### src/serial_an_pkg.sv
// constants for the serial interface negotiation control and status bank
// assumes a plain register port on one 100 MHz clock
// What this block does
// - expansion bit 3 shows partner next-page ability
// - expansion bit 2 shows local next-page ability
// - expansion bit 1 latches high on page arrival
// - expansion bit 0 needs sync, three groups, enable
// - control bit 12 loops serial input to output
// - control bit 10 forces the link up
// - control bit 9 resets to one, allows bypass
// - bypass bit acts only after software reset
// - role bit loads one when straps equal 101
// - role bit acts at strap load, otherwise only after software reset
package serial_an_pkg;
    // ------------------------------------------------------------
    // register map
    // ------------------------------------------------------------
    localparam logic [4:0] ADDR_EXPANSION = 5'h06;
    localparam logic [4:0] ADDR_CONTROL_ONE = 5'h10;
    localparam logic [4:0] ADDR_SWRESET = 5'h18;
    localparam logic [4:0] ADDR_INT_STATUS = 5'h19;
    localparam logic [4:0] ADDR_INT_MASK = 5'h1A;
    // ------------------------------------------------------------
    // field positions
    // ------------------------------------------------------------
    localparam int EXP_LP_NP = 3;
    localparam int EXP_LOCAL_NP = 2;
    localparam int EXP_PAGE_RX = 1;
    localparam int EXP_LP_AN = 0;
    localparam int CTL_LOOPBACK = 12;
    localparam int CTL_FORCE_LINK = 10;
    localparam int CTL_BYPASS = 9;
    localparam int CTL_ROLE = 0;
    localparam int SWR_GO = 0;
    localparam int EV_PAGE = 0;
    localparam int EV_LP_AN = 1;
    localparam int EV_LINK = 2;
    // ------------------------------------------------------------
    // reset values and counts
    // ------------------------------------------------------------
    localparam logic [15:0] CTL_RESET = 16'h0214;
    localparam logic [15:0] CTL_WMASK = 16'h1F3D;
    localparam logic [2:0] STRAP_MEDIA = 3'h5;
    localparam logic [1:0] MATCH_NEEDED = 2'h3;
    localparam logic [2:0] EV_ALL = 3'h7;
endpackage : serial_an_pkg

### src/serial_an_regs.sv
// control and status bank of the serial system-side interface
// assumes link status inputs from another clock; bus and receive on i_sys_clk
`timescale 1ns/1ps
module serial_an_regs
    import serial_an_pkg::*;
(
    input wire logic i_sys_clk,
    input wire logic i_rst_n,
    input wire logic [4:0] i_addr,
    input wire logic [15:0] i_wdata,
    input wire logic i_wr,
    input wire logic i_rd,
    output logic [15:0] o_rdata,
    input wire logic [2:0] i_strap_mode,
    input wire logic i_sync,
    input wire logic i_link_sm_up,
    input wire logic i_an_enable,
    input wire logic i_local_np_able,
    input wire logic i_page_valid,
    input wire logic i_lp_np_able,
    input wire logic i_cfg_valid,
    input wire logic [15:0] i_cfg_word,
    input wire logic [9:0] i_serial_rx,
    input wire logic [9:0] i_core_tx,
    output logic [9:0] o_serial_tx,
    output logic o_link_up,
    output logic o_bypass_active,
    output logic o_media_role,
    output logic o_irq
);
    // ------------------------------------------------------------
    // pin synchronisers
    // ------------------------------------------------------------
    logic [2:0] sync_a_r;
    logic [2:0] sync_b_r;
    logic [2:0] pin_raw;
    assign pin_raw = {i_sync, i_link_sm_up, i_an_enable};

    // two stage synchroniser, first stage read only by the second
    genvar g;
    generate
        for (g = 0; g < 3; g++) begin : g_sync
            always_ff @(posedge i_sys_clk or negedge i_rst_n) begin
                if (!i_rst_n) begin
                    sync_a_r[g] <= 1'b0;
                    sync_b_r[g] <= 1'b0;
                end else begin
                    sync_a_r[g] <= pin_raw[g];
                    sync_b_r[g] <= sync_a_r[g];
                end
            end
        end
    endgenerate

    logic sync_s;
    logic link_sm_s;
    logic an_en_s;
    assign sync_s = sync_b_r[2];
    assign link_sm_s = sync_b_r[1];
    assign an_en_s = sync_b_r[0];

    // ------------------------------------------------------------
    // decode
    // ------------------------------------------------------------
    function automatic logic hit(input logic [4:0] a, input logic [4:0] r);
        hit = (a == r);
    endfunction : hit

    logic wr_ctl;
    logic wr_swr;
    logic wr_ists;
    logic wr_imsk;
    logic rd_exp;
    assign wr_ctl = i_wr && hit(i_addr, ADDR_CONTROL_ONE);
    assign wr_swr = i_wr && hit(i_addr, ADDR_SWRESET) && i_wdata[SWR_GO];
    assign wr_ists = i_wr && hit(i_addr, ADDR_INT_STATUS);
    assign wr_imsk = i_wr && hit(i_addr, ADDR_INT_MASK);
    assign rd_exp = i_rd && hit(i_addr, ADDR_EXPANSION);

    // ------------------------------------------------------------
    // partner ability detection
    // ------------------------------------------------------------
    logic matched;
    cfg_match_counter u_match (
        .i_sys_clk(i_sys_clk),
        .i_rst_n(i_rst_n),
        .i_clear(!sync_s || wr_swr),
        .i_cfg_valid(i_cfg_valid),
        .i_cfg_word(i_cfg_word),
        .o_matched(matched)
    );

    // ------------------------------------------------------------
    // control and expansion state
    // ------------------------------------------------------------
    logic [15:0] ctl_r;
    logic [15:0] ctl_nxt;
    logic bypass_act_r;
    logic bypass_act_nxt;
    logic role_act_r;
    logic role_act_nxt;
    logic strap_done_r;
    logic strap_done_nxt;
    logic page_rx_r;
    logic page_rx_nxt;
    logic lp_np_r;
    logic lp_np_nxt;
    logic lp_an;

    assign lp_an = sync_s && matched && an_en_s;

    // control writes, strap capture and software reset effects
    always_comb begin
        ctl_nxt = ctl_r;
        bypass_act_nxt = bypass_act_r;
        role_act_nxt = role_act_r;
        strap_done_nxt = 1'b1;
        if (!strap_done_r) begin
            ctl_nxt[CTL_ROLE] = (i_strap_mode == STRAP_MEDIA);
            role_act_nxt = (i_strap_mode == STRAP_MEDIA);
        end else if (wr_ctl) begin
            ctl_nxt = (i_wdata & CTL_WMASK) | (ctl_r & ~CTL_WMASK);
        end
        if (wr_swr) begin
            ctl_nxt[CTL_LOOPBACK] = 1'b0;
            bypass_act_nxt = ctl_r[CTL_BYPASS];
            role_act_nxt = ctl_r[CTL_ROLE];
        end
    end

    always_ff @(posedge i_sys_clk or negedge i_rst_n) begin
        if (!i_rst_n) begin
            ctl_r <= CTL_RESET;
            bypass_act_r <= 1'b1;
            role_act_r <= 1'b0;
            strap_done_r <= 1'b0;
        end else begin
            ctl_r <= ctl_nxt;
            bypass_act_r <= bypass_act_nxt;
            role_act_r <= role_act_nxt;
            strap_done_r <= strap_done_nxt;
        end
    end

    // page latch: arrival wins over the clearing read
    always_comb begin
        page_rx_nxt = page_rx_r;
        lp_np_nxt = lp_np_r;
        if (rd_exp || wr_swr) begin
            page_rx_nxt = 1'b0;
        end
        if (i_page_valid) begin
            page_rx_nxt = 1'b1;
            lp_np_nxt = i_lp_np_able;
        end
        if (!sync_s) begin
            lp_np_nxt = 1'b0;
        end
    end

    always_ff @(posedge i_sys_clk or negedge i_rst_n) begin
        if (!i_rst_n) begin
            page_rx_r <= 1'b0;
            lp_np_r <= 1'b0;
        end else begin
            page_rx_r <= page_rx_nxt;
            lp_np_r <= lp_np_nxt;
        end
    end

    // ------------------------------------------------------------
    // interrupts
    // ------------------------------------------------------------
    logic [2:0] ists_r;
    logic [2:0] ists_nxt;
    logic [2:0] imsk_r;
    logic [2:0] imsk_nxt;
    logic lp_an_d_r;
    logic link_d_r;
    logic [2:0] ev;

    assign ev = {o_link_up && !link_d_r, lp_an && !lp_an_d_r, i_page_valid};

    // sticky status, write one clears, a new event wins
    always_comb begin
        ists_nxt = ists_r;
        imsk_nxt = imsk_r;
        if (wr_ists) begin
            ists_nxt = ists_r & ~i_wdata[2:0];
        end
        ists_nxt = ists_nxt | ev;
        if (wr_imsk) begin
            imsk_nxt = i_wdata[2:0] & EV_ALL;
        end
    end

    always_ff @(posedge i_sys_clk or negedge i_rst_n) begin
        if (!i_rst_n) begin
            ists_r <= 3'h0;
            imsk_r <= 3'h0;
            lp_an_d_r <= 1'b0;
            link_d_r <= 1'b0;
        end else begin
            ists_r <= ists_nxt;
            imsk_r <= imsk_nxt;
            lp_an_d_r <= lp_an;
            link_d_r <= o_link_up;
        end
    end

    assign o_irq = |(ists_r & imsk_r);

    // ------------------------------------------------------------
    // read port
    // ------------------------------------------------------------
    logic [15:0] rdata_r;
    logic [15:0] rdata_nxt;

    // read mux, unmapped addresses read zero
    always_comb begin
        rdata_nxt = 16'h0000;
        if (i_rd) begin
            case (i_addr)
                ADDR_EXPANSION: begin
                    rdata_nxt[EXP_LP_NP] = lp_np_r;
                    rdata_nxt[EXP_LOCAL_NP] = i_local_np_able;
                    rdata_nxt[EXP_PAGE_RX] = page_rx_r;
                    rdata_nxt[EXP_LP_AN] = lp_an; // upper bits zero
                end
                ADDR_CONTROL_ONE: rdata_nxt = ctl_r & CTL_WMASK;
                ADDR_INT_STATUS: rdata_nxt = {13'h0000, ists_r};
                ADDR_INT_MASK: rdata_nxt = {13'h0000, imsk_r};
                default: rdata_nxt = 16'h0000;
            endcase
        end
    end

    always_ff @(posedge i_sys_clk or negedge i_rst_n) begin
        if (!i_rst_n) begin
            rdata_r <= 16'h0000;
        end else begin
            rdata_r <= rdata_nxt;
        end
    end

    assign o_rdata = rdata_r;

    // ------------------------------------------------------------
    // datapath and link
    // ------------------------------------------------------------
    logic [9:0] tx_r;
    logic [9:0] tx_nxt;
    logic link_r;
    logic link_nxt;

    // loopback select and forced link
    always_comb begin
        tx_nxt = ctl_r[CTL_LOOPBACK] ? i_serial_rx : i_core_tx;
        link_nxt = ctl_r[CTL_FORCE_LINK] ? 1'b1 : link_sm_s;
    end

    always_ff @(posedge i_sys_clk or negedge i_rst_n) begin
        if (!i_rst_n) begin
            tx_r <= 10'h000;
            link_r <= 1'b0;
        end else begin
            tx_r <= tx_nxt;
            link_r <= link_nxt;
        end
    end

    assign o_serial_tx = tx_r;
    assign o_link_up = link_r;
    assign o_bypass_active = bypass_act_r;
    assign o_media_role = role_act_r;
endmodule : serial_an_regs

### src/cfg_match_counter.sv
// counts matching nonzero configuration code groups
// assumes groups arrive as one-cycle strobes on the system clock
`timescale 1ns/1ps
module cfg_match_counter
    import serial_an_pkg::*;
(
    input wire logic i_sys_clk,
    input wire logic i_rst_n,
    input wire logic i_clear,
    input wire logic i_cfg_valid,
    input wire logic [15:0] i_cfg_word,
    output logic o_matched
);
    logic [1:0] cnt_r;
    logic [1:0] cnt_nxt;
    logic [15:0] last_r;
    logic [15:0] last_nxt;

    // run of identical nonzero words, saturating at three
    always_comb begin
        cnt_nxt = cnt_r;
        last_nxt = last_r;
        if (i_clear) begin
            cnt_nxt = 2'h0;
        end else if (i_cfg_valid) begin
            last_nxt = i_cfg_word;
            if (i_cfg_word == 16'h0000) begin
                cnt_nxt = 2'h0;
            end else if (i_cfg_word != last_r || cnt_r == 2'h0) begin
                cnt_nxt = 2'h1;
            end else if (cnt_r != MATCH_NEEDED) begin
                cnt_nxt = cnt_r + 2'h1;
            end
        end
    end

    always_ff @(posedge i_sys_clk or negedge i_rst_n) begin
        if (!i_rst_n) begin
            cnt_r <= 2'h0;
            last_r <= 16'h0000;
        end else begin
            cnt_r <= cnt_nxt;
            last_r <= last_nxt;
        end
    end

    assign o_matched = (cnt_r == MATCH_NEEDED);
endmodule : cfg_match_counter

### config.mk
export PLATFORM = sky130hd
export DESIGN_NAME = serial_an_regs
export DESIGN_NICKNAME = d
export VERILOG_FILES = /design/src/serial_an_pkg.sv /design/src/serial_an_regs.sv /design/src/cfg_match_counter.sv
export SDC_FILE = /design/constraint.sdc
export NUM_CORES = 1
export LEC_CHECK = 0
export BUFFER_PORTS_ARGS = -buffer_cell sky130_fd_sc_hd__buf_2
export CAP_MARGIN = 0
export CORE_MARGIN = 4
export CORE_UTILIZATION = 45
export CTS_CLUSTER_SIZE = 28
export DETAILED_ROUTE_END_ITERATION = 10
export PLACE_DENSITY = 0.81
export SLEW_MARGIN = 10
export SYNTH_ARGS = -nofsm -noshare
export SYNTH_HDL_FRONTEND = slang
export SYNTH_SLANG_ARGS = --single-unit
### constraint.sdc
create_clock -name i_sys_clk -period 1.35 [get_ports i_sys_clk]
set_clock_uncertainty 0.1 [all_clocks]
set_input_delay 0.27 -clock i_sys_clk [delete_from_list [all_inputs] [get_ports i_sys_clk]]
set_output_delay 0.27 -clock i_sys_clk [all_outputs]
set_load 0.02 [all_outputs]
==> results.cfg, run 1 <==
[status]
status = finished, violations left
failed_checks = setup timing

[floorplan]
coreArea_mm2 = 0.00653
initial_core_util = 0.475
fp-row-count = 29
ios = 101
chipHeight_um = 91.0
die-area_mm2 = 0.00828
die_w_um = 91.0

[logic_synthesis]
ys_ff_latch = 69
avgSynthCellArea_um2 = 13.1
synthCells = 236
async_flop_share = 1.00
synth_ff_type = dfrtp_1
synth_area_mm2 = 0.00310
synth_cell_types = 52
yosysSeqAreaShare = 0.559
ys_warn_count = 0
synth_enable_flop_cells = 0

[drt]
antenna_left = 0
wl_met2_um = 3650
wire_per_inst_um = 15.9
drt-initial-drc-count = 86
drt-vias-per-instance = 5.15
drc = 0
num_vias = 2331
met1Wirelength_um = 3080
first_pass_iters = 4
wl_um = 7200
wl_met3_um = 332
top_layer_used = met5

[sta]
fin_crit_sh = 1.22
setup_violations = 20
fin_crit_ns = 1.64
rsz0062_at_grt = true
worst_slack_ns = -0.293
hold-worst-slack_ns = 0.0532
timing.final.max_slew_violations = 0
hold_viol = 0
finalSetupTns_ns = -2.78
max_freq_ghz = 0.609

[power_and_ir_drop]
swShare = 0.262
seq_power_share = 0.488
p_leak_nw = 2.10
clockPowerShare = 0.333
finalPower_mw = 4.86
pwr-share-comb = 0.178
powerDensity_mw_per_mm2 = 1150
ir_drop_mv = 0.735
p_int_mw = 3.59
power_switching_mw = 1.28

[cts]
path_clk_slew_ns = 0.09
clk_latency_ns = 0.34
cts_buffers = 9
cts_tree = yes
htreeDepth = 3
root_buffer = clkbuf_8
cts_num_sinks = 69
clockBufferDepth = 2

[worst_setup_path]
crit_slowest_cell = dfrtp_1
required_ns = 0.98
timing.rr.end = u_match.last_r[11]
cp.arrival_ns = 1.27
path_class = register to output pin
cp_max_fo = 2
rr_startpoint = sync_s
cp_cell_sequence = a222oi_1 > inv_1 > buf_6
worstRegToRegCells = 5
startpoint_type = register
r2r_setup_slack_ns = -0.17
cp-end-kind = output pin
critPathMaxStageDelay_ns = 0.38
critPathTopFamily = flip-flops
critPathBufInv = 2

[min_path]
holdPathEnd = ctl_r[10]
worst_hold_path_type = input port to register
holdPathStages = 2
hold_path.startpoint = i_wdata[10]

[grt]
grt_overflow = 0
grt_first_pass_wirelength_um = 11700
grt_max_degree = 70
track_usage = 0.176
grt_pass1_vias = 2441
antenna_found_initial = 1

[placement]
placed_cell_area_mm2 = 0.00379
gp_congestion = 0.830
place_inst = 423
place_ws_ns = -0.382
dpl.hpwl_um = 5100
io_buffers = 90

[cells_and_area]
antenna_cells = 0
stdcell_count = 453
final_nets = 444
nFillCells = 482
stdcell_area_mm2 = 0.00425
layout-drive-gt1-share = 0.548
fin_util = 0.650
areaGrowthSynthToFinish_pct = 37.1

[run]
maxCapViolCount = 0
worst max path at each step:
stage          startpoint                 end  slack, ns  cells after the start
6_report        ists_r[1]               o_irq      -0.29                      3
5_1_grt         imsk_r[0]               o_irq      -0.41                      3
4_1_cts         ists_r[1]               o_irq      -0.31                      3
3_5_place_dp    i_addr[4]   u_match.last_r[3]      -0.38                      5
3_3_place_gp    i_addr[4]   u_match.last_r[1]      -0.35                      5
2_1_floorplan   i_addr[3]  u_match.last_r[10]      -0.30                      7
flip-flops by register name (all words and copies together) (netlist names), 2 cells and up:
register and count:
ctl_r 10, o_rdata 11, o_serial_tx 10, imsk_r 3, ists_r 3, u_match.cnt_r 2
sync_a_r 3, u_match.last_r 16
cell families after synthesis:
kind of cell,after synthesis,share of synthesized area
AND/OR/NAND/NOR,59,0.117
AO/OA/AOI/OAI,24,0.0626
flip-flops,69,0.559
buffers and inverters,22,0.0428
other,2,0.00242
adder cells (fa/ha/maj),2,0.00807
XOR/XNOR,17,0.0480
multiplexers,41,0.160
cells in the final DEF, fill, tap and decap left out, types with 4 or more instances in the layout:
cell type,instances
and3_1,8
buf_2,88
buf_4,33
buf_6,5
clkbuf_8,9
conb_1,6
dfrtp_1,65
dfstp_2,4
dlygate4sd3_1,4
inv_1,6
mux2_2,22
mux2_4,16
nand2_1,9
nand3b_1,5
nor2_1,7
nor4_1,6
xor2_1,16
synth_stat cells (3+ instances only):
cell type	instances	share of area
a21oi_1	3	0.0048
a22o_1	3	0.0085
and3_1	9	0.018
buf_4	6	0.015
dfrtp_1	65	0.52
dfstp_2	4	0.034
inv_1	9	0.011
mux2_2	28	0.10
mux2_4	10	0.048
mux2i_1	3	0.0097
nand2_1	9	0.011
nand3b_1	5	0.012
nor2_1	7	0.0085
nor3b_1	5	0.012
nor4_1	7	0.014
xor2_1	16	0.045
repair_timing:
item / in CTS / in global routing
cloned: 1 / 0
setup buffers: 5 / 5
pin swaps: 12 / 17
hold buffers: 4 / 0
hold endpoints to repair: 68 / 0
setup endpoints to repair: 22 / 25
gates resized for setup: 18 / 13
area by class of cell:
| type | instances | area, µm² | share of cell area |
|---|---|---|---|
| sequential | 69 | 1730 | 0.408 |
| multi-input combinational | 149 | 1340 | 0.316 |
| timing repair buffer | 133 | 852 | 0.201 |
| clock buffer | 10 | 128 | 0.0300 |
| tap | 77 | 96.3 | 0.0227 |
| clock inverter | 6 | 65.1 | 0.0153 |
| inverter | 9 | 33.8 | 0.00795 |
worst register-to-register path, cell delays in order, from the launching register on:
cell	delay [ns]
dfrtp_1	0.38
inv_2	0.06
a31oi_4	0.17
and2_4	0.24
buf_6	0.15
mux2_4	0.30
power groups by stage:
| stage | clock network, mW | logic [mW] | registers (mW) |
|---|---|---|---|
| floorplan | 0 | 0.415 | 2.43 |
| global placement | 0 | 0.739 | 2.40 |
| detailed placement | 0 | 0.768 | 2.40 |
| CTS | 1.66 | 0.831 | 2.37 |
| global route | 1.76 | 0.940 | 2.40 |
| finish | 1.62 | 0.867 | 2.37 |
per-layer routing:
layer | up-vias | track usage
met1 | 1144 | 0.225
met5 | - | 0
li1 | 1103 | -
met4 | 2 | 0.0741
met2 | 67 | 0.293
met3 | 15 | 0.0347
No activity file was read; power rests on OpenSTA's default activity.
==> run 2: changes to the inputs <==
REMOVE_ABC_BUFFERS = 1   (was default)
==> run 2 against run 1 <==
The flow still finishes with violations (setup timing). Worst setup slack got worse by 0.074 ns. Worst hold slack improved by 0.0043 ns. Cell area decreased by 0.80%. Clock power about the same. First-iteration DRC count increased by 51%. Via count decreased by 0.43%. Largest cell class unchanged. Highest routed layer is now met4.
==> results.cfg, run 2 (synthesis results as in run 1) <==
[min_path]
worst_hold_path_type = input port to register
holdPathStages = 2
hold_path.startpoint = i_core_tx[4]
holdPathEnd = o_serial_tx[4]

[placement]
dpl.hpwl_um = 5260
gp_congestion = 0.790
place_ws_ns = -0.409
place_inst = 429
io_buffers = 90

[cts]
path_clk_slew_ns = 0.08
htreeDepth = 3
cts_num_sinks = 69
clockBufferDepth = 2
clk_latency_ns = 0.34
cts_tree = yes
root_buffer = clkbuf_8
cts_buffers = 9

[sta]
setup_violations = 21
fin_crit_ns = 1.72
fin_crit_sh = 1.27
max_freq_ghz = 0.582
worst_slack_ns = -0.367
hold_viol = 0
rsz0062_at_grt = true
timing.final.max_slew_violations = 0

[drt]
antenna_left = 0
first_pass_iters = 4
wire_per_inst_um = 15.9
num_vias = 2321
drt-initial-drc-count = 130
drt-vias-per-instance = 5.12
drc = 0
wl_um = 7210

[grt]
grt_first_pass_wirelength_um = 11700
track_usage = 0.179
antenna_found_initial = 0
grt_max_degree = 70
grt_pass1_vias = 2421
grt_overflow = 0

[power_and_ir_drop]
clockPowerShare = 0.333
p_int_mw = 3.56
pwr-share-comb = 0.176
powerDensity_mw_per_mm2 = 1150
ir_drop_mv = 0.790
seq_power_share = 0.492
power_switching_mw = 1.28
p_leak_nw = 2.10
swShare = 0.265

[status]
failed_checks = setup timing
status = finished, violations left

[cells_and_area]
final_cell_mix = 89 x buf_2, 65 x dfrtp_1, 37 x buf_4, 22 x mux2_2, 16 x mux2_4
largest_register_ffs = 16
stdcell_count = 453
layout-drive-gt1-share = 0.556
layout_commonest_cell = buf_2
regMostFlops = u_match.last_r
final_nets = 445
nFillCells = 496
antenna_cells = 0
areaGrowthSynthToFinish_pct = 36.0

[worst_setup_path]
path_class = register to output pin
startpoint_type = register
critPathMaxStageDelay_ns = 0.41
cp.arrival_ns = 1.35
worstRegToRegCells = 4
cp_cell_sequence = a222oi_1 > inv_1 > buf_2
cp-end-kind = output pin
required_ns = 0.98
rr_startpoint = sync_s
cp_max_fo = 3
crit_slowest_cell = dfrtp_1
timing.rr.end = u_match.last_r[8]
r2r_setup_slack_ns = -0.07

[floorplan]
coreArea_mm2 = 0.00653
initial_core_util = 0.475
ios = 101
fp-row-count = 29
chipHeight_um = 91.0
die_w_um = 91.0
die-area_mm2 = 0.00828

[run]
maxCapViolCount = 0
## run 2: cell types whose count changed in the layout (fill, tap and decap cells not counted), sizes merged
cell / delta
and2: +1
clkbuf: -1
## run 2: critical path, delay by kind of cell, from the launching register on
family / cells / cell delay, ns
compound gates: 1 / 0.37
buf+inv: 2 / 0.22
flops: 1 / 0.41
## run 2: how the worst max path moves through the flow
stage | from | end | slack, ns | cells after the start
after floorplan | i_addr[4] | u_match.last_r[0] | -0.17 | 4
after global placement | i_addr[1] | ctl_r[10] | -0.34 | 6
after detailed placement | i_addr[1] | ctl_r[10] | -0.41 | 6
after CTS | imsk_r[1] | o_irq | -0.35 | 3
after global routing | imsk_r[1] | o_irq | -0.43 | 3
final | ists_r[0] | o_irq | -0.37 | 3
## run 2: layer usage
metal  part of all wire  track usage  vias up
met5                  0            0        -
met4              0.017       0.0817        0
met3              0.048       0.0364        9
met2               0.52        0.305       68
met1               0.41        0.221     1139
li1                   -            -     1105
## run 2: stage by stage
| step | hold WS (ns) | instance area, µm² | util | TNS, ns | total power, mW |
|---|---|---|---|---|---|
| 2_1_floorplan | -0.126 | 3020 | - | -2.58 | 2.81 |
| 3_3_place_gp | 0.215 | 3840 | 0.588 | -11.79 | 3.15 |
| 3_5_place_dp | 0.217 | 3840 | 0.588 | -13.45 | 3.19 |
| 4_1_cts | 0.0401 | 4160 | 0.638 | -1.18 | 4.86 |
| 5_1_grt | 0.0392 | 4210 | 0.645 | -2.67 | 5.08 |
| 6_report | 0.0575 | 4210 | 0.645 | -1.40 | 4.84 |
## run 2: power by group through the flow
stage,combinational [mW],sequential [mW],clock [mW]
2_1_floorplan,0.366,2.44,0
3_3_place_gp,0.754,2.40,0
3_5_place_dp,0.786,2.41,0
4_1_cts,0.838,2.37,1.65
5_1_grt,0.926,2.40,1.76
6_report,0.850,2.38,1.61
## run 2: layout make-up
cell class                 count  area, µm²  area share
inverter                       9       33.8     0.00802
multi-input combinational    150       1360       0.322
clock inverter                 6       65.1      0.0154
timing repair buffer         133        806       0.191
tap                           77       96.3      0.0229
clock buffer                   9        124      0.0294
sequential                    69       1730       0.411
## run 2: what timing repair did
item | CTS | global route
gates resized for setup | 19 | 7
setup endpoints to repair | 29 | 25
endpoints found under the hold margin | 68 | 0
gates cloned | 1 | 0
pin swaps | 6 | 7
hold buffers | 4 | 0
setup buffers | 3 | 1
==> run 3: changes to the inputs <==
BUFFER_PORTS_ARGS = -buffer_cell sky130_fd_sc_hd__buf_4   (was -buffer_cell sky130_fd_sc_hd__buf_2)
==> run 3 against run 2 <==
The run still ends with setup timing left. Via count rose by 3.5%. Combinational power rose by 14%. Largest power group unchanged. Routed wire length rose by 7.9%. Cell area rose by 7.3%. Critical endpoint unchanged. Sequential share of layout area fell by 2.8 points. Highest routed layer unchanged. Clock power fell by 5%. Clock-buffer cell count rose by 1. Die area did not move. Non-clock buffer count rose by 9. Sequential power barely moved. Maximum frequency rose by 1.8%. Sequential cell count did not move.
==> results.cfg, run 3 (synthesis results as in run 1) <==
[drt]
wl_um = 7780
first_pass_iters = 4
num_vias = 2403
drc = 0
drt-initial-drc-count = 87
antenna_left = 0
wire_per_inst_um = 16.8
drt-vias-per-instance = 5.20

[sta]
rsz0062_at_grt = true
timing.final.max_slew_violations = 0
worst_slack_ns = -0.337
setup_violations = 21
fin_crit_ns = 1.69
fin_crit_sh = 1.25
hold-worst-slack_ns = 0.0497
hold_viol = 0
finalSetupTns_ns = -2.70
max_freq_ghz = 0.593

[floorplan]
fp-row-count = 29
initial_core_util = 0.475
coreArea_mm2 = 0.00653
die-area_mm2 = 0.00828
die_w_um = 91.0
ios = 101
chipHeight_um = 91.0

[worst_setup_path]
r2r_setup_slack_ns = -0.18
path_class = register to output pin
cp_max_fo = 2
required_ns = 0.98
cp.arrival_ns = 1.32
cp-end-kind = output pin
startpoint_type = register

[status]
failed_checks = setup timing
status = finished, violations left

[power_and_ir_drop]
finalPower_mw = 4.88
p_leak_nw = 2.21
powerDensity_mw_per_mm2 = 1080
ir_drop_mv = 0.939

[cells_and_area]
regMostFlops = u_match.last_r
largest_register_ffs = 16
stdcell_area_mm2 = 0.00452
fin_util = 0.693
areaGrowthSynthToFinish_pct = 45.9
stdcell_count = 462
final_nets = 453
final_cell_mix = 129 x buf_4, 65 x dfrtp_1, 22 x mux2_2, 16 x mux2_4, 16 x xor2_1
layout-drive-gt1-share = 0.561
antenna_cells = 0
layout_commonest_cell = buf_4

[placement]
dpl.hpwl_um = 5530
place_ws_ns = -0.371
gp_congestion = 0.842
io_buffers = 90
placed_cell_area_mm2 = 0.00409
place_inst = 431

[grt]
grt_pass1_vias = 2559
antenna_found_initial = 0
grt_first_pass_wirelength_um = 12300
grt_max_degree = 31
track_usage = 0.190
grt_overflow = 0

[cts]
cts_num_sinks = 69
cts_buffers = 9
root_buffer = clkbuf_8
cts_tree = yes
clockBufferDepth = 2
htreeDepth = 3
clk_latency_ns = 0.35
path_clk_slew_ns = 0.08

[run]
maxCapViolCount = 0

[min_path]
worst_hold_path_type = input port to register
run 3: cell types whose count changed in the layout (fill, tap and decap cells not counted), sizes merged:
cell	before	now
buf	129	138
and2	3	2
inv	9	10
bufinv	1	0
clkinvlp	1	5
clkbuf	9	10
clkinv	4	0
run 3: per-layer routing:
metal	global-route usage	routed length [µm]
met3	0.0612	523
met4	0.0829	165
met2	0.318	4010
met1	0.225	3080
met5	0	0
run 3: worst paths after layout:
check | cells past startpoint | endpoint | startpoint
setup / recovery | 3 | o_irq | ists_r[1]
hold / removal | 2 | ists_r[0] | i_page_valid
setup reg to reg | 6 | u_match.last_r[6] | sync_s
hold reg to reg | 0 | an_en_s | sync_a_r[0]
max in group asynchronous | 3 | ctl_r[4] | i_rst_n
min in group asynchronous | 2 | u_match.last_r[8] | i_rst_n
run 3: power by group:
part,switching [mW],leakage (nW),internal (mW),total [mW]
combinational,0.404,1.29,0.564,0.968
sequential,0.117,0.841,2.26,2.38
clock,0.811,0.0772,0.720,1.53
total,1.33,2.21,3.55,4.88
run 3: final cells by class:
class                      instances  area [µm²]
fill                             468        2010
sequential                        69        1730
multi-input combinational        149        1320
timing repair buffer             142        1160
clock buffer                      10         138
tap                               77        96.3
clock inverter                     6        46.3
inverter                           9        33.8
run 3: timing repair:
action                                 in CTS  in global routing
buffers inserted                            7                  4
setup endpoints to repair                  21                 36
cloned                                      1                  0
gates resized for setup                    20                  7
endpoints found under the hold margin      68                  0
pin swaps                                  11                 10
hold buffers                                4                  0
run 3: worst max-delay path: stages (launching register included):
cell and delay (ns):
dfrtp_1 0.39, a222oi_1 0.36, inv_1 0.09, buf_6 0.14
